$ cat src/display_port_pkg.sv
/*
 display_port_pkg: constants and types for the 8-bit parallel display port block.
 assumes a single 25 MHz system clock and an active-high asynchronous reset.
*/
`default_nettype none
package display_port_pkg;
    localparam int unsigned CLK_HZ           = 25_000_000;
    localparam int unsigned CLK_PERIOD_NS    = 40;
    localparam int unsigned TIMER_W          = 20;
    localparam int unsigned SETUP_NS         = 40;
    localparam int unsigned STROBE_NS        = 80;
    localparam int unsigned HOLD_NS          = 40;
    localparam int unsigned RESET_PULSE_NS   = 10_000;
    localparam int unsigned RESET_RECOVER_US = 5_000;
    localparam int unsigned SPI_HALF_NS      = 80;
    // least times round up to whole cycles
    localparam int unsigned SETUP_CYCLES  = (SETUP_NS + CLK_PERIOD_NS - 1) / CLK_PERIOD_NS;
    localparam int unsigned STROBE_CYCLES = (STROBE_NS + CLK_PERIOD_NS - 1) / CLK_PERIOD_NS;
    localparam int unsigned HOLD_CYCLES   = (HOLD_NS + CLK_PERIOD_NS - 1) / CLK_PERIOD_NS;
    localparam int unsigned RESET_PULSE_CYCLES =
        (RESET_PULSE_NS + CLK_PERIOD_NS - 1) / CLK_PERIOD_NS;
    localparam int unsigned RESET_RECOVER_DEF = RESET_RECOVER_US * (CLK_HZ / 1_000_000);
    localparam int unsigned SPI_HALF_CYCLES =
        (SPI_HALF_NS + CLK_PERIOD_NS - 1) / CLK_PERIOD_NS;
    localparam int unsigned DATA_W     = 8;
    localparam int unsigned CMD_W      = 10;
    localparam int unsigned FIFO_DEPTH = 16;
    localparam int unsigned CMD_READ_BIT = 9;
    localparam int unsigned CMD_RS_BIT   = 8;
    localparam logic [7:0] BUS_RELEASED = 8'hff;
    localparam logic [7:0] BUS_DRIVEN   = 8'h00;
    localparam logic [7:0] PWM_RESET    = 8'h00;

    typedef enum logic [1:0] {
        PARALLEL_NO_TOUCH_VARIANT,
        PARALLEL_RESISTIVE_VARIANT,
        PARALLEL_CAPACITIVE_VARIANT
    } touch_variant_e;
endpackage
`default_nettype wire

$ cat src/cmd_fifo.sv
/*
 cmd_fifo: flip-flop FIFO with valid/ready on both sides.
 assumes one clock and an active-high asynchronous reset.
*/
`timescale 1ns/1ns
`default_nettype none
module cmd_fifo #(
    parameter int unsigned WIDTH = 10,
    parameter int unsigned DEPTH = 16
) (
    // clock and reset
    input  wire logic             sys_clk,
    input  wire logic             rst,
    // fill side
    input  wire logic             inValid,
    output logic                  inReady,
    input  wire logic [WIDTH-1:0] inData,
    // drain side
    output logic                  outValid,
    input  wire logic             outReady,
    output logic      [WIDTH-1:0] outData
);
    localparam int unsigned PW = $clog2(DEPTH);

    logic [WIDTH-1:0] mem [DEPTH];
    logic [PW-1:0]    wrPtr;
    logic [PW-1:0]    rdPtr;
    logic [PW:0]      count;
    logic             doWrite;
    logic             doRead;

    assign inReady  = (count != (PW+1)'(DEPTH));
    assign outValid = (count != '0);
    assign outData  = mem[rdPtr];
    assign doWrite  = inValid && inReady;
    assign doRead   = outValid && outReady;

    always_ff @(posedge sys_clk)
    begin
        if (doWrite)
        begin
            mem[wrPtr] <= inData;
        end
    end

    always_ff @(posedge sys_clk or posedge rst)
    begin
        if (rst)
        begin
            wrPtr <= '0;
            rdPtr <= '0;
            count <= '0;
        end
        else
        begin
            if (doWrite)
            begin
                wrPtr <= (wrPtr == PW'(DEPTH - 1)) ? '0 : wrPtr + 1'b1;
            end
            if (doRead)
            begin
                rdPtr <= (rdPtr == PW'(DEPTH - 1)) ? '0 : rdPtr + 1'b1;
            end
            if (doWrite && !doRead)
            begin
                count <= count + 1'b1;
            end
            else if (doRead && !doWrite)
            begin
                count <= count - 1'b1;
            end
        end
    end
endmodule // cmd_fifo
`default_nettype wire

$ cat src/mcu8_display_port.sv
/*
 mcu8_display_port: 8-bit parallel display bus engine with command FIFO, display reset
 sequencing, backlight and audio PWM, touch pin muxing, SD/flash SPI and serial pins.
 assumes all inputs synchronous to sys_clk; the two-way pins are resolved outside.
*/
`timescale 1ns/1ns
`default_nettype none
module mcu8_display_port
    import display_port_pkg::*;
#(
    parameter int unsigned RESET_RECOVER_CYCLES = display_port_pkg::RESET_RECOVER_DEF
) (
    // clock and reset
    input  wire logic                            sys_clk,
    input  wire logic                            rst,
    // command stream: {read, regSelect, byte}
    input  wire logic                            cmdValid,
    output logic                                 cmdReady,
    input  wire logic [display_port_pkg::CMD_W-1:0] cmdData,
    input  wire logic                            dispResetReq,
    output logic                                 dispReady,
    // read answers
    output logic                                 rdValid,
    output logic      [7:0]                      rdData,
    // display bus
    input  wire logic [7:0]                      dispBusIn,
    output logic      [7:0]                      dispBusOut,
    output logic      [7:0]                      dispBusOeN,
    output logic                                 displayReadStrobeN,
    output logic                                 displayWriteStrobeN,
    output logic                                 displayRegSelect,
    output logic                                 displayChipSelectN,
    output logic                                 displayResetN,
    // backlight and audio
    input  wire logic [7:0]                      blLevel,
    input  wire logic [7:0]                      audioSample,
    input  wire logic                            ampOn,
    output logic                                 backlight,
    output logic                                 audioPwm,
    output logic                                 ampEnable,
    // touch pins: 0 left/scl, 1 up/reset, 2 down/int, 3 right/sda
    input  wire display_port_pkg::touch_variant_e touchVariant,
    input  wire logic                            thirdI2cOn,
    input  wire logic [3:0]                      touchPinIn,
    output logic      [3:0]                      touchPinOut,
    output logic      [3:0]                      touchPinOeN,
    input  wire logic [3:0]                      touchDrive,
    input  wire logic [3:0]                      touchDriveOeN,
    output logic      [3:0]                      touchSense,
    input  wire logic                            i2cSclLow,
    input  wire logic                            i2cSdaLow,
    input  wire logic                            touchCtrlResetN,
    output logic                                 i2cSclIn,
    output logic                                 i2cSdaIn,
    output logic                                 touchInt,
    // SD / flash SPI
    input  wire logic                            memSelect,
    input  wire logic                            spiStart,
    input  wire logic [7:0]                      spiTx,
    output logic                                 spiBusy,
    output logic                                 spiDone,
    output logic      [7:0]                      spiRx,
    output logic                                 memCsN,
    output logic                                 memSck,
    output logic                                 memMosi,
    input  wire logic                            memMiso,
    // serial ports
    input  wire logic                            uart0Tx,
    output logic                                 uart0Rx,
    input  wire logic                            uart1Tx,
    output logic                                 uart1Rx,
    input  wire logic                            uart1On,
    output logic                                 primarySerialOut,
    input  wire logic                            primarySerialIn,
    input  wire logic [1:0]                      serialGpioIn,
    output logic      [1:0]                      serialGpioOut,
    output logic      [1:0]                      serialGpioOeN
);
    typedef enum logic [2:0] {
        ST_RESET_LOW, ST_RESET_WAIT, ST_IDLE, ST_SETUP, ST_STROBE, ST_HOLD
    } bus_state_e;

    function automatic logic inTransfer(input bus_state_e s);
        return (s == ST_SETUP) || (s == ST_STROBE) || (s == ST_HOLD);
    endfunction

    bus_state_e             state;
    bus_state_e             next_state;
    logic [TIMER_W-1:0]     timer;
    logic [TIMER_W-1:0]     next_timer;
    logic                   fifoValid;
    logic                   fifoReady;
    logic [CMD_W-1:0]       fifoData;
    logic                   curRead;
    logic                   next_read;
    logic [7:0]             pwmCount;

    cmd_fifo #(.WIDTH(CMD_W), .DEPTH(FIFO_DEPTH)) u_fifo (
        .sys_clk  (sys_clk),
        .rst      (rst),
        .inValid  (cmdValid),
        .inReady  (cmdReady),
        .inData   (cmdData),
        .outValid (fifoValid),
        .outReady (fifoReady),
        .outData  (fifoData)
    );

    // a pending display reset request wins over queued transfers
    assign fifoReady = (state == ST_IDLE) && !dispResetReq;
    assign dispReady = (state == ST_IDLE);
    assign next_read = fifoReady ? fifoData[CMD_READ_BIT] : curRead;

    always_comb
    begin
        next_state = state;
        next_timer = timer + 1'b1;
        case (state)
            ST_RESET_LOW:
                if (timer == TIMER_W'(RESET_PULSE_CYCLES - 1))
                begin
                    next_state = ST_RESET_WAIT;
                end
            ST_RESET_WAIT:
                if (timer == TIMER_W'(RESET_RECOVER_CYCLES - 1))
                begin
                    next_state = ST_IDLE;
                end
            ST_IDLE:
                if (dispResetReq)
                begin
                    next_state = ST_RESET_LOW;
                end
                else if (fifoValid)
                begin
                    next_state = ST_SETUP;
                end
            ST_SETUP:
                if (timer == TIMER_W'(SETUP_CYCLES - 1))
                begin
                    next_state = ST_STROBE;
                end
            ST_STROBE:
                if (timer == TIMER_W'(STROBE_CYCLES - 1))
                begin
                    next_state = ST_HOLD;
                end
            ST_HOLD:
                if (timer == TIMER_W'(HOLD_CYCLES - 1))
                begin
                    next_state = ST_IDLE;
                end
            default:
                next_state = ST_RESET_LOW;
        endcase
        if (next_state != state)
        begin
            next_timer = '0;
        end
    end

    // the display is pulsed into reset whenever the device leaves its own reset
    always_ff @(posedge sys_clk or posedge rst)
    begin
        if (rst)
        begin
            state <= ST_RESET_LOW;
            timer <= '0;
        end
        else
        begin
            state <= next_state;
            timer <= next_timer;
        end
    end

    // address and data are latched once per transfer and held through hold time
    always_ff @(posedge sys_clk or posedge rst)
    begin
        if (rst)
        begin
            curRead          <= 1'b0;
            displayRegSelect <= 1'b0;
            dispBusOut       <= 8'h00;
        end
        else if (fifoReady && fifoValid)
        begin
            curRead          <= fifoData[CMD_READ_BIT];
            displayRegSelect <= fifoData[CMD_RS_BIT];
            dispBusOut       <= fifoData[7:0];
        end
    end

    // pins are registered from the next state so strobes never glitch
    always_ff @(posedge sys_clk or posedge rst)
    begin
        if (rst)
        begin
            displayReadStrobeN  <= 1'b1;
            displayWriteStrobeN <= 1'b1;
            displayChipSelectN  <= 1'b1;
            dispBusOeN          <= BUS_RELEASED;
            displayResetN       <= 1'b0;
        end
        else
        begin
            displayReadStrobeN  <= !(next_state == ST_STROBE && next_read);
            displayWriteStrobeN <= !(next_state == ST_STROBE && !next_read);
            displayChipSelectN  <= !inTransfer(next_state);
            dispBusOeN <= (inTransfer(next_state) && !next_read) ? BUS_DRIVEN
                                                                : BUS_RELEASED;
            displayResetN <= (next_state != ST_RESET_LOW);
        end
    end

    // sample the display byte on the last strobe cycle while it still drives
    always_ff @(posedge sys_clk or posedge rst)
    begin
        if (rst)
        begin
            rdData  <= 8'h00;
            rdValid <= 1'b0;
        end
        else
        begin
            if (state == ST_STROBE && curRead && next_state == ST_HOLD)
            begin
                rdData <= dispBusIn;
            end
            rdValid <= (state == ST_HOLD) && curRead && (next_state == ST_IDLE);
        end
    end

    // one shared 8-bit ramp; level 0 keeps the converter off, ff never reaches 100%
    always_ff @(posedge sys_clk or posedge rst)
    begin
        if (rst)
        begin
            pwmCount  <= PWM_RESET;
            backlight <= 1'b0;
            audioPwm  <= 1'b0;
            ampEnable <= 1'b0;
        end
        else
        begin
            pwmCount  <= pwmCount + 1'b1;
            backlight <= (pwmCount < blLevel);
            audioPwm  <= (pwmCount < audioSample);
            ampEnable <= ampOn;
        end
    end

    // touch pin roles per variant; open-drain lines only ever pull low
    always_comb
    begin
        touchPinOut = touchDrive;
        touchPinOeN = touchDriveOeN;
        touchSense  = touchPinIn;
        i2cSclIn    = 1'b1;
        i2cSdaIn    = 1'b1;
        touchInt    = 1'b1;
        case (touchVariant)
            PARALLEL_RESISTIVE_VARIANT:
            begin
                touchPinOut = touchDrive;
                touchPinOeN = touchDriveOeN;
            end
            PARALLEL_CAPACITIVE_VARIANT:
            begin
                touchPinOut = {1'b0, 1'b1, touchCtrlResetN, 1'b0};
                touchPinOeN = {!i2cSdaLow, 1'b1, 1'b0, !i2cSclLow};
                i2cSclIn    = touchPinIn[0];
                i2cSdaIn    = touchPinIn[3];
                touchInt    = touchPinIn[2];
            end
            default:
            begin
                if (thirdI2cOn)
                begin
                    touchPinOut[0] = 1'b0;
                    touchPinOut[3] = 1'b0;
                    touchPinOeN[0] = !i2cSclLow;
                    touchPinOeN[3] = !i2cSdaLow;
                    i2cSclIn       = touchPinIn[0];
                    i2cSdaIn       = touchPinIn[3];
                end
            end
        endcase
    end

    // serial: pair 0 dedicated, pair 1 borrows two general purpose pins
    assign primarySerialOut = uart0Tx;
    assign uart0Rx          = primarySerialIn;
    assign serialGpioOut    = {1'b1, uart1Tx};
    assign serialGpioOeN    = {1'b1, !uart1On};
    assign uart1Rx          = uart1On ? serialGpioIn[1] : 1'b1;

    // SPI mode 0 byte shifter for the memory card or flash
    logic [7:0]             spiShift;
    logic [3:0]             spiEdges;
    logic [TIMER_W-1:0]     spiDiv;

    assign memCsN = !memSelect;

    always_ff @(posedge sys_clk or posedge rst)
    begin
        if (rst)
        begin
            spiBusy  <= 1'b0;
            spiDone  <= 1'b0;
            spiShift <= 8'h00;
            spiRx    <= 8'h00;
            spiEdges <= 4'h0;
            spiDiv   <= '0;
            memSck   <= 1'b0;
            memMosi  <= 1'b0;
        end
        else
        begin
            spiDone <= 1'b0;
            if (!spiBusy)
            begin
                memSck <= 1'b0;
                if (spiStart)
                begin
                    spiBusy  <= 1'b1;
                    spiShift <= {spiTx[6:0], 1'b0};
                    memMosi  <= spiTx[7];
                    spiEdges <= 4'h0;
                    spiDiv   <= '0;
                end
            end
            else if (spiDiv == TIMER_W'(SPI_HALF_CYCLES - 1))
            begin
                spiDiv   <= '0;
                memSck   <= !memSck;
                spiEdges <= spiEdges + 1'b1;
                if (!memSck)
                begin
                    spiRx <= {spiRx[6:0], memMiso};
                end
                else
                begin
                    memMosi  <= spiShift[7];
                    spiShift <= {spiShift[6:0], 1'b0};
                end
                if (spiEdges == 4'hf)
                begin
                    spiBusy <= 1'b0;
                    spiDone <= 1'b1;
                end
            end
            else
            begin
                spiDiv <= spiDiv + 1'b1;
            end
        end
    end

    a_write_width: assert property (@(posedge sys_clk) disable iff (rst)
        $fell(displayWriteStrobeN) |-> ##1 !displayWriteStrobeN ##1 displayWriteStrobeN)
        else $error("write strobe not two cycles low");
    a_read_width: assert property (@(posedge sys_clk) disable iff (rst)
        $fell(displayReadStrobeN) |-> ##1 !displayReadStrobeN ##1 displayReadStrobeN)
        else $error("read strobe not two cycles low");
    a_write_drives: assert property (@(posedge sys_clk) disable iff (rst)
        !displayWriteStrobeN |-> dispBusOeN == 8'h00)
        else $error("bus released during write strobe");
    a_read_releases: assert property (@(posedge sys_clk) disable iff (rst)
        !displayReadStrobeN |-> dispBusOeN == 8'hff && displayWriteStrobeN)
        else $error("bus driven during read strobe");
    a_setup_hold: assert property (@(posedge sys_clk) disable iff (rst)
        $fell(displayWriteStrobeN) |-> $stable(displayRegSelect) && !displayChipSelectN
        ##2 $stable(dispBusOut) && !displayChipSelectN && dispBusOeN == 8'h00)
        else $error("select or data moved around write strobe");
    a_reset_pulse: assert property (@(posedge sys_clk) disable iff (rst)
        $rose(displayResetN) |-> $past(displayResetN, 200) == 1'b0
        && displayWriteStrobeN && displayReadStrobeN)
        else $error("display reset pulse too short");
    a_read_answer: assert property (@(posedge sys_clk) disable iff (rst)
        $rose(displayReadStrobeN) |-> ##1 rdValid && rdData == $past(dispBusIn, 2))
        else $error("read byte not returned");
    a_backlight_off: assert property (@(posedge sys_clk) disable iff (rst)
        $past(blLevel) == 8'h00 |-> !backlight)
        else $error("backlight on at zero level");
    a_cap_pins: assert property (@(posedge sys_clk) disable iff (rst)
        touchVariant == PARALLEL_CAPACITIVE_VARIANT |->
        touchPinOeN[2] && !touchPinOeN[1] && touchPinOut[1] == touchCtrlResetN)
        else $error("capacitive pin roles wrong");
    a_spi_length: assert property (@(posedge sys_clk) disable iff (rst)
        spiStart && !spiBusy |-> ##33 spiDone)
        else $error("spi byte not 16 half periods");
endmodule // mcu8_display_port
`default_nettype wire

$ cat config.mk
export PLATFORM = sky130hd
export DESIGN_NAME = mcu8_display_port
export DESIGN_NICKNAME = d
export VERILOG_FILES = /design/src/display_port_pkg.sv /design/src/cmd_fifo.sv /design/src/mcu8_display_port.sv
export SDC_FILE = /design/constraint.sdc
export NUM_CORES = 1
export LEC_CHECK = 0
export BUFFER_PORTS_ARGS = -buffer_cell sky130_fd_sc_hd__buf_2
export CORE_MARGIN = 3
export CORE_UTILIZATION = 63
export DETAILED_ROUTE_END_ITERATION = 16
export PLACE_DENSITY = 0.93
export SYNTH_ARGS = -nofsm -noshare
export SYNTH_HDL_FRONTEND = slang
export SYNTH_HIERARCHICAL = 1
export SYNTH_SLANG_ARGS = --single-unit
$ cat constraint.sdc
create_clock -name sys_clk -period 6.1 [get_ports sys_clk]
set_input_delay 0.915 -clock sys_clk [delete_from_list [all_inputs] [get_ports sys_clk]]
set_output_delay 0.915 -clock sys_clk [all_outputs]
set_load 0.02 [all_outputs]
# After elaboration in Yosys (flattened, before gate mapping)
# Memory sizes are Yosys's and may differ from the RTL's.
# Cells that the tools add are included.
# op_classes
reduce_logical	35
add_sub_neg	8
n_bitwise	1
eq_ne	22
muxes	56
magnitude_cmp	2
# op_table
operator	n
2-to-1 mux 20 bit	4
adder 20 x 1 -> 20 bit, second input constant	2
== test 20 x 1 -> 1 bit, second input constant	2
2-to-1 mux 8 bit	5
2-to-1 mux 1 bit	24
2-to-1 mux 3 bit	7
== test 20 x 17 -> 1 bit, second input constant	1
== test 20 x 8 -> 1 bit, second input constant	1
logical NOT 20 bit	1
2-to-1 mux 4 bit	5
one-hot mux 3 bit (6 select lines)	1
less-than comparator 8 bit	2
adder 4 x 1 -> 4 bit, second input constant	3
== test 3 x 2 -> 1 bit, second input constant	4
== test 3 bit, second input constant	4
== test 4 bit, second input constant	3
logical AND 1 bit	12
logical NOT 1 bit	12
one-hot mux 1 bit (2 select lines)	6
2-to-1 mux 5 bit	2
adder 8 x 1 -> 8 bit, second input constant	1
AND reduction 3 bit	2
adder 5 x 1 -> 5 bit, second input constant	1
!= test 5 bit, second input constant	1
other kinds (14)	18
# totals
inputBits	74
register_bits	122
mem_count	1
output_inout_bits	70
ram_bits	160
# mem_list
name	words	word_bits	rd	rd_ports_with_merged_regs	wr	line	text
u_fifo.mem	16	10	1	0	1	cmd_fifo.sv:25	logic [WIDTH-1:0] mem [DEPTH];

# Logic depth before layout (Yosys ltp)
# Gate-level depths: netlist (run 1).
# depth
ltp_word	9
depth_mapped	11
depth_no_buf	10

# By module
# Netlist (run 1), hierarchy kept.
# modules_own_cells
mod	cells_per_inst	n_inst	area_per_inst_um2	seq_area_each_um2
cmd_fifo	346	1	6906.6	5129.9
mcu8_display_port	543	1	5442.7	2532.4

# Worst setup path after synthesis (run 1)
# No wires, ideal clock.
# synth_timing
path_type	input to register
startpoint	input dispResetReq
endpoint	register u_fifo.count[4]
arrival_ns	3.105
setup_time_ns	0.126
path_slack_ns	2.869
stages	9
cell_sequence	nor3_1 -> o21ai_4 -> ha_1 -> inv_1 -> ha_1 -> a21o_1 -> a2111oi_0 -> a31oi_1 -> a221o_1
# synth_via
elab_chain_cells	6
word_cells_on_any_way	8
classes_between	1 x mux; 7 x reduce/logical
# synth_rtl
item	line	text
start: declaration	mcu8_display_port.sv:20	input wire logic dispResetReq,
logical NOT 1 bit (*)	mcu8_display_port.sv:110	assign fifoReady = (state == ST_IDLE) && !dispResetReq;
logical AND 1 bit (*)	mcu8_display_port.sv:110	
logical AND 1 bit (*)	cmd_fifo.sv:36	assign doRead = outValid && outReady;
logical NOT 1 bit	cmd_fifo.sv:64	if (doWrite && !doRead)
logical AND 1 bit	cmd_fifo.sv:64	
2-to-1 mux 5 bit or nonzero test 2 bit (tied branches)	n/a	
end signal: assignment	cmd_fifo.sv:66	count <= count + 1'b1;
end signal: assignment	cmd_fifo.sv:70	count <= count - 1'b1;
end: declaration	cmd_fifo.sv:28	logic [PW:0] count;
# Mark *: on every way between the ends. The rest lies on a longest branch, timed or not.
# A chain may end at the register's enable or synchronous reset.

# Worst setup path after layout (run 1)
# layout_timing
startpoint	register u_fifo.count[0]
endpoint	register u_fifo.count[4]
# layout_via
elab_chain_cells	5
word_cells_on_any_way	13
classes_between	2 x add/sub; 1 x eq/ne; 2 x mux; 8 x reduce/logical
# layout_rtl
item
parallel branches: the longest is 5 deep, another holds subtractor 5 x 1 -> 5 bit
# Several ways; the timed one is not identified. The select of a mux whose other input is x is not followed.

==> impl_metrics.yaml, run 1 <==
power_and_ir_drop:
  power.density_nw_per_um2: 381
  pwr-share-comb: 0.227
  power_frac_clock: 0.305
  p_leak_uw: 0.00547
  power_uw: 5320
  switchingPower_uw: 1620
  peakVddDrop_mv: 0.248
  seq_power_share: 0.468
  netSwitchingFraction: 0.304
  intPower_uw: 3700
layout:
  fin_nets: 1114
  final_area_um2: 14000
  area_growth_pct: 13.1
  drive_gt1_frac: 0.267
  n_antenna_cell: 0
  fillers: 1160
sta:
  fmax_mhz: 279
  finalSetupViolations: 0
  rsz0062_at_grt: "no"
  worst_slew_pin_slew_ns: 1.19
  drv_slew: 0
  worst_slack_ns: 2.51
  setup_tns_ns: 0
  hold_viol: 0
  maxSlewHeadroom: 0.204
  post-route-period-util: 0.588
  final.setup_skew_ns: 0.0219
  final.min_clock_period_ns: 3.59
clocking:
  cts_setup_buffers: 0
  clock_latency_ns: 0.55
  numCtsBuffers: 28
  hold_buffers: 0
  ctsRootBufferMaster: "clkbuf_16"
  cts.clk_slew.worst_paths_ns: 0.06
  clock-sinks: 274
  htree_levels: 1
  cts_resized: 0
  cts_tree: "yes"
  clockBufferDepth: 3
floorplanning:
  die_x_um: 146
  die_y_um: 146
  start_util: 0.651
  die_area_um2: 21300
  io_pins: 144
  design.core.area_um2: 19000
  fp-row-count: 50
min_path:
  hp-class: "input port to asynchronous set/reset pin"
yosys:
  ys_warn_count: 6
  synth_cell_type_count: 68
  synthesis.area_um2: 12300
  synthArstFlopShare: 0.416
  yosys_register_bits: 274
  synthCells: 889
  yosysSeqAreaShare: 0.620
  synth_edf_count: 160
  syn_avg_cell_area_um2: 13.9
  ys.flop_type: "edfxtp_1"
flow_run:
  drv_cap: 0
setup_path:
  rrSetupSlack_ns: 2.51
  critPathTopFamily: "compound AO/OA/AOI/OAI gates"
  cp-end-kind: "flop"
  cp_slowest_cell: "a21boi_0"
  required_ns: 6.52
  crit_chain: "nor4_2, a21boi_0, ha_1, inv_1, fa_1, a21o_1, a2111oi_0, a31oi_1, a221o_1"
  worstPathArrival_ns: 4.01
  cpPeakStageDelay_ns: 0.92
  cp_num_buf_inv: 1
  startpoint_type: "flop"
  crit_type: "flop to flop"
  crit_fanout: 11
place:
  postPlaceCellArea_um2: 13100
  hpwl_um: 16900
  gp_congestion: 0.883
  portBuffers: 132
  place_ws_ns: 2.16
route:
  detail_route.wl_per_cell_um: 20.0
  vias: 7837
  drtIter0Drc: 764
  antenna_left: 0
  first_pass_iters: 5
  vias_per_cell: 6.08
  drc: 0
  drt_wl_total_um: 25700
global_route:
  grt_max_degree: 66
  busiest_layer: "met2"
  globalRouteMet2Util: 0.412
  overflow: 0
  grt_util_met1: 0.328
  grt_pass1_wl_um: 41700
  met3_usage: 0.0339
  track_usage: 0.242
  antenna_found_initial: 0
  grt_pass1_vias: 7774
status:
  status: "completed"
cell type report:
type                    instances  area (µm²)  area share
multi-input cells             522        4210       0.302
inverters                      40         153      0.0109
well taps                     260         325      0.0233
clock buffers                  37         774      0.0555
clock inverters                14         106     0.00762
flip-flops and latches        274        7660       0.549
repair buffers                141         728      0.0521
per-stage QoR:
step / utilization / cells / hold WS (ns)
after floorplan: - / 890 / 0.448
after global placement: 0.690 / 1237 / 0.471
after detailed placement: 0.690 / 1237 / 0.482
after CTS: 0.737 / 1288 / 0.411
after global routing: 0.737 / 1288 / 0.435
final: 0.737 / 1288 / 0.408
worst reg2reg max path: stages, from the launching register on:
cell	delay [ns]
dfrtp_1	0.47
nor4_2	0.10
a21boi_0	0.92
ha_1	0.35
inv_1	0.13
fa_1	0.42
a21o_1	0.21
a2111oi_0	0.48
a31oi_1	0.08
a221o_1	0.33
state kept, by name, indices dropped and copies added, names as in the netlist, 5 cells and up:
register / cells
spiRx: 8
u_fifo/mem: 160
u_fifo/count: 5
pwmCount: 8
rdData: 8
spiShift: 7
spiDiv: 20
dispBusOut: 8
timer: 20
logic make-up after synthesis:
kind of cell / synth area share
other: 0.000304
DFF: 0.620
adders and majority gates: 0.0340
muxes: 0.102
and+or+nand+nor: 0.105
buffers and inverters: 0.0386
xor gates and xnor gates: 0.0270
AOI/OAI and AO/OA: 0.0724
cells in the mapped netlist, types with 2 or more instances:
master / instances / area share
a31oi_1: 15 / 0.0076
or2_2: 3 / 0.0015
a21oi_1: 21 / 0.0085
or3_1: 2 / 0.0010
dfrtp_1: 110 / 0.22
a221oi_1: 2 / 0.0014
a2111oi_0: 3 / 0.0021
buf_1: 5 / 0.0015
a311oi_1: 2 / 0.0014
and2_1: 7 / 0.0035
mux2_2: 28 / 0.026
clkbuf_1: 16 / 0.0049
a31o_2: 2 / 0.0014
nor3b_1: 20 / 0.012
or4_4: 3 / 0.0027
buf_2: 9 / 0.0036
dfstp_2: 4 / 0.0085
a21o_1: 4 / 0.0024
xor2_1: 20 / 0.014
nand2_1: 63 / 0.019
a22oi_1: 21 / 0.013
ha_1: 32 / 0.032
o21a_1: 4 / 0.0024
o22ai_1: 10 / 0.0051
nor3_1: 16 / 0.0065
buf_4: 18 / 0.011
nor4_1: 12 / 0.0061
inv_1: 39 / 0.012
xnor2_1: 18 / 0.013
edfxtp_1: 160 / 0.39
mux2i_1: 3 / 0.0024
and4_1: 3 / 0.0021
and3_1: 4 / 0.0020
nand4_1: 18 / 0.0091
buf_6: 6 / 0.0055
mux4_2: 40 / 0.073
nand3_1: 27 / 0.011
nor2_1: 38 / 0.012
nor2b_1: 4 / 0.0020
o21ai_0: 33 / 0.013
a21boi_0: 4 / 0.0024
nand2b_1: 14 / 0.0071
worst paths after layout:
kind	to	depth (start not counted)	from
worst max-delay path	u_fifo/count[4]	9	u_fifo/count[0]
worst min-delay path	pwmCount[1]	2	rst
worst max register to register	u_fifo/count[4]	9	u_fifo/count[0]
worst min register to register	rdData[5]	1	rdData[5]
max in group asynchronous	spiShift[4]	3	rst
min in group sys_clk	ampEnable	1	ampOn
cells in the final DEF, fill, tap and decap left out, types with 16 or more instances in the layout:
cell type,netlist,final
a21oi_1,21,21
xor2_1,20,20
buf_2,9,132
xnor2_1,18,18
edfxtp_1,160,160
mux4_2,40,40
nand2_1,63,63
inv_1,39,38
a22oi_1,21,21
nor2_1,38,38
nor3b_1,20,20
o21ai_0,33,33
nor3_1,16,16
clkbuf_16,0,28
ha_1,32,32
dfrtp_1,110,109
mux2_2,28,28
nand3_1,27,27
nand4_1,18,18
per-layer routing:
metal,share of wire,vias to the layer above
li1,-,3565
met1,0.40,3907
met2,0.52,309
met3,0.057,56
met4,0.030,0
met5,0,-
power groups by stage:
stage          combinational [µW]  clock [µW]  sequential [µW]
2_1_floorplan                 946           0             2450
3_3_place_gp                 1140           0             2500
3_5_place_dp                 1200           0             2520
4_1_cts                      1210        1640             2490
5_1_grt                      1320        1710             2530
6_report                     1210        1620             2490
No activity file was read; power rests on OpenSTA's default activity.
==> run 2, diff against run 1 <==
- CORE_UTILIZATION: 63 -> 58
- PLACE_DENSITY: 0.93 -> 0.87
- clock period: 6.1 -> 3.6 ns (I/O delays scaled with it)
==> run 2 against run 1 <==
Clock-buffer cell count decreased by 6. Maximum frequency increased by 13%. Total power increased by 67%. Cell count increased by 1.8%. Register-to-register slack got worse by 2.1 ns. Setup slack got worse by 2.1 ns. Via count increased by 1.4%. Critical path type unchanged.
==> impl_metrics.yaml, run 2 (same netlist as run 1, synthesis figures left out) <==
sta:
  finalSetupViolations: 0
  rsz0062_at_grt: "no"
  worst_slew_pin_slew_ns: 0.997
  hold_viol: 0
  post-route-period-util: 0.885
  maxSlewHeadroom: 0.333
  final.min_clock_period_ns: 3.18
  setup_tns_ns: 0
  final.setup_skew_ns: 0.0137
  drv_slew: 0
  worst_slack_ns: 0.416
  fmax_mhz: 314
layout:
  drive_gt1_frac: 0.274
  layout_common_cells: "edfxtp_1 (160), buf_2 (132), dfrtp_1 (109), nand2_1 (63), mux4_2 (40)"
  final_area_um2: 14100
  area_growth_pct: 13.8
  fin_nets: 1130
  n_antenna_cell: 0
  largest_register: "u_fifo/mem"
  largest_reg_flops: 160
  final_common_cell: "edfxtp_1"
  fin_cells: 1311
  largestRegisters: "u_fifo/mem x160, spiDiv x20, timer x20"
global_route:
  track_usage: 0.217
  grt_pass1_vias: 8165
  antenna_found_initial: 0
  overflow: 0
  grt_max_degree: 102
  grt_pass1_wl_um: 41400
clocking:
  cts_setup_buffers: 0
  cts.clk_slew.worst_paths_ns: 0.06
  ctsRootBufferMaster: "clkbuf_16"
  htree_levels: 1
  hold_buffers: 0
  clock-sinks: 274
  clock_latency_ns: 0.54
  numCtsBuffers: 27
  clockBufferDepth: 3
  cts_tree: "yes"
  cts_resized: 0
place:
  place_ws_ns: 0.467
  postPlaceCellArea_um2: 13200
  portBuffers: 132
  gp_congestion: 0.866
  hpwl_um: 16900
  dpl.cell_count: 1264
floorplanning:
  io_pins: 144
  design.core.area_um2: 20600
  die_x_um: 152
  fp-row-count: 52
  die_area_um2: 23100
  die_y_um: 152
  start_util: 0.601
setup_path:
  crit_fanout: 6
  cp_num_buf_inv: 1
  startpoint_type: "flop"
  cpPeakStageDelay_ns: 0.57
  crit_chain: "or4_4, o21ai_4, ha_1, inv_1, fa_1, a21o_1, a2111oi_0, a31oi_1, a221o_1"
  crit_type: "flop to flop"
  critPathTopFamily: "compound AO/OA/AOI/OAI gates"
  worstPathArrival_ns: 3.61
  cp_slowest_cell: "or4_4"
  cp-end-kind: "flop"
  required_ns: 4.02
power_and_ir_drop:
  power.density_nw_per_um2: 632
  p_leak_uw: 0.00553
  power_uw: 8880
  peakVddDrop_mv: 0.479
route:
  drt_wl_total_um: 25400
  first_pass_iters: 5
  vias: 7945
  vias_per_cell: 6.06
  drc: 0
  antenna_left: 0
  detail_route.wl_per_cell_um: 19.3
  drtIter0Drc: 595
min_path:
  hp-class: "input port to asynchronous set/reset pin"
flow_run:
  drv_cap: 0
status:
  status: "completed"
run 2: changes by cell type in the layout (fill, tap and decap cells not counted), sizes merged:
cell	previous run	this run
clkinv	11	14
clkbuf	37	31
buf	141	158
clkinvlp	2	1
run 2: layout make-up:
cell class	instances	area (µm²)
Fill cell	1391	6510
Inverter	40	153
Multi-Input combinational cell	522	4210
Tap cell	270	338
Clock inverter	16	124
Clock buffer	31	691
Sequential cell	274	7660
Timing Repair Buffer	158	868
run 2: power by group:
group	internal, µW	switching (µW)
clock	1450	1160
sequential	3770	418
combinational	944	1140
total	6160	2720
run 2: worst reg2reg max path, delay by kind of cell, from the launching register on:
family | cells | cell delay, ns
AO/OA/AOI/OAI | 5 | 1.25
buffers and inverters | 1 | 0.13
flip-flops | 1 | 0.45
AND/OR/NAND/NOR | 1 | 0.58
adder cells (fa/ha/maj) | 2 | 0.67
run 2: final timing paths:
| path | startpoint | end | slack [ns] | cells past startpoint |
|---|---|---|---|---|
| max in group asynchronous | rst | spiShift[3] | 3.07 | 3 |
| hold / removal | rst | u_fifo/count[4] | 0.07 | 2 |
| setup / recovery | u_fifo/count[0] | u_fifo/count[4] | 0.42 | 9 |
| setup reg to reg | u_fifo/count[0] | u_fifo/count[4] | 0.42 | 9 |
| hold reg to reg | spiEdges[3] | spiEdges[3] | 0.49 | 1 |
| min in group sys_clk | ampOn | ampEnable | 0.12 | 1 |
run 2: layer usage:
metal  vias up  part of all wire  GRT usage
met3        61             0.066     0.0373
li1       3599                 -          -
met1      3952              0.39      0.272
met5         -                 0          0
met2       333              0.52      0.387
met4         0             0.027     0.0698
run 2: through the flow:
step           hold WS, ns   util
2_1_floorplan        0.417      -
3_3_place_gp         0.474  0.644
3_5_place_dp         0.481  0.644
4_1_cts             0.0850  0.683
5_1_grt              0.108  0.683
6_report            0.0744  0.683
==> run 3, diff against run 2 <==
- BUFFER_PORTS_ARGS: -buffer_cell sky130_fd_sc_hd__buf_2 -> default
- CORE_UTILIZATION: 58 -> 64
- DONT_BUFFER_PORTS: default -> 1
- GPL_TIMING_DRIVEN: default -> 0
- PLACE_DENSITY: 0.87 -> 0.88
==> run 3 against run 2 <==
Clock skew up 0.0058 ns. Cell count fell by 8.2%. Register-to-register slack worse by 0.22 ns. Total power grew 2.4%. Via count is 2.7% lower. Sequential cell count unchanged. Global-route usage up 3.4 points. Combinational power about the same. Non-clock buffer count shrank 101. Critical path type unchanged.
==> impl_metrics.yaml, run 3 (same netlist as run 1, synthesis figures left out) <==
min_path:
  whs_path_depth: 0
  hp-class: "input port to flop"
  hold_end: "ampEnable"
  hold_path.startpoint: "ampOn"
sta:
  final.setup_skew_ns: 0.0195
  setup_tns_ns: 0
  worst_slew_pin_slew_ns: 1.24
  rsz0062_at_grt: "no"
  post-route-period-util: 0.945
  hold_viol: 0
  maxSlewHeadroom: 0.172
  finalSetupViolations: 0
  fmax_mhz: 294
  drv_slew: 0
  final.min_clock_period_ns: 3.40
route:
  antenna_left: 0
  drt_wl_total_um: 26600
  drtIter0Drc: 758
  vias: 7732
  vias_per_cell: 6.42
  first_pass_iters: 6
  drc: 0
  detail_route.wl_per_cell_um: 22.1
power_and_ir_drop:
  p_leak_uw: 0.00512
  peakVddDrop_mv: 0.505
  power.density_nw_per_um2: 668
setup_path:
  r2r_start: "state[2]"
  reg2reg_depth: 10
  rrSetupSlack_ns: 0.20
  cpPeakStageDelay_ns: 0.49
  cp_num_buf_inv: 1
  required_ns: 4.02
  crit_chain: "nand2b_1, nor3_2, o21ai_4, ha_1, inv_1, ha_1, a21o_1, a2111oi_0, a31oi_1, a221o_1"
  cpMostUsedCell: "ha_1"
  worstPathArrival_ns: 3.82
  worstReg2RegEnd: "u_fifo/count[4]"
  crit_fanout: 8
  critPathTopFamily: "compound AO/OA/AOI/OAI gates"
  cp_slowest_cell: "nor3_2"
  cp-end-kind: "flop"
  crit_type: "flop to flop"
  startpoint_type: "flop"
global_route:
  overflow: 0
  track_usage: 0.251
  grt_max_degree: 59
  antenna_found_initial: 0
  grt_pass1_wl_um: 42500
  grt_pass1_vias: 7839
clocking:
  htree_levels: 1
  numCtsBuffers: 28
  cts_tree: "yes"
  clock-sinks: 274
  clockBufferDepth: 3
  clock_latency_ns: 0.53
  ctsRootBufferMaster: "clkbuf_16"
  cts.clk_slew.worst_paths_ns: 0.06
  cts_setup_buffers: 0
floorplanning:
  die_y_um: 145
  design.core.area_um2: 18800
  io_pins: 144
  die_area_um2: 21000
  die_x_um: 145
  fp-row-count: 50
  start_util: 0.656
layout:
  area_growth_pct: 10.3
  final_common_cell: "edfxtp_1"
  largest_reg_flops: 160
  drive_gt1_frac: 0.178
  fin_nets: 1030
  final_util: 0.723
  largest_register: "u_fifo/mem"
  layout_common_cells: "edfxtp_1 (160), dfrtp_1 (110), nand2_1 (63), mux4_2 (40)"
  largestRegisters: "u_fifo/mem x160, spiDiv x20, timer x20"
  n_antenna_cell: 0
status:
  status: "completed"
place:
  hpwl_um: 17100
  gp_congestion: 0.862
  portBuffers: 0
flow_run:
  drv_cap: 0
-- run 3: changes by cell type in the layout (fill, tap and decap cells not counted), sizes merged --
cell,previous run,this run
clkinv,14,9
clkinvlp,1,0
buf,158,40
bufinv,1,2
clkbuf,31,56
dlygate4sd3,0,1
-- run 3: per-layer routing --
layer	share of wire	vias up	track usage
li1	-	3404	-
met5	0	-	0
met4	0.028	0	0.0831
met3	0.077	73	0.0487
met2	0.52	390	0.442
met1	0.37	3865	0.317
-- run 3: layout make-up --
type,count,area (µm²)
fill,1125,5210
clock buffer,40,767
clock inverter,11,113
timing repair buffer,3,42.5
multi-input combinational,522,4230
inverter,40,153
sequential,274,7660
buffer,54,327
tap,260,325
-- run 3: where the power goes --
group          switching (µW)  total (µW)  internal [µW]
Combinational            1170        2080            913
Clock                    1160        2790           1630
Sequential                451        4230           3770
Total                    2780        9100           6320
-- run 3: worst max path at each step --
stage,start,to,slack (ns),depth (start not counted)
floorplan,rst,ampEnable,0.42,1
global placement,rst,memMosi,-0.58,1
detailed placement,state[2],u_fifo/count[4],-0.08,10
CTS,state[2],u_fifo/count[4],0.28,10
global route,state[2],u_fifo/count[4],0.02,10
finish,state[2],u_fifo/count[4],0.20,10
-- run 3: worst register-to-register path: stages, from the launching register on --
cell,delay (ns)
dfrtp_1,0.47
nand2b_1,0.29
nor3_2,0.49
o21ai_4,0.18
ha_1,0.27
inv_1,0.18
ha_1,0.30
a21o_1,0.22
a2111oi_0,0.49
a31oi_1,0.09
a221o_1,0.33
-- run 3: what timing repair did --
item | in CTS | in global routing
hold buffers | 1 | 0
hold endpoints to repair | 52 | 0
endpoints found under the setup margin | 1 | 0
gates resized for setup | 1 | 0
-- run 3: per-stage QoR --
stage | hold WS, ns | instance area, µm² | cells | total power, µW | worst slack (ns)
global route | 0.0228 | 13600 | 1204 | 9490 | 0.0223
finish | 0.0492 | 13600 | 1204 | 9100 | 0.199
global placement | 0.469 | 12700 | 1150 | 6150 | -0.582
detailed placement | 0.477 | 12700 | 1152 | 6290 | -0.0768
floorplan | 0.417 | 12400 | 890 | 5760 | 0.419
CTS | 0.0290 | 13600 | 1204 | 9120 | 0.278
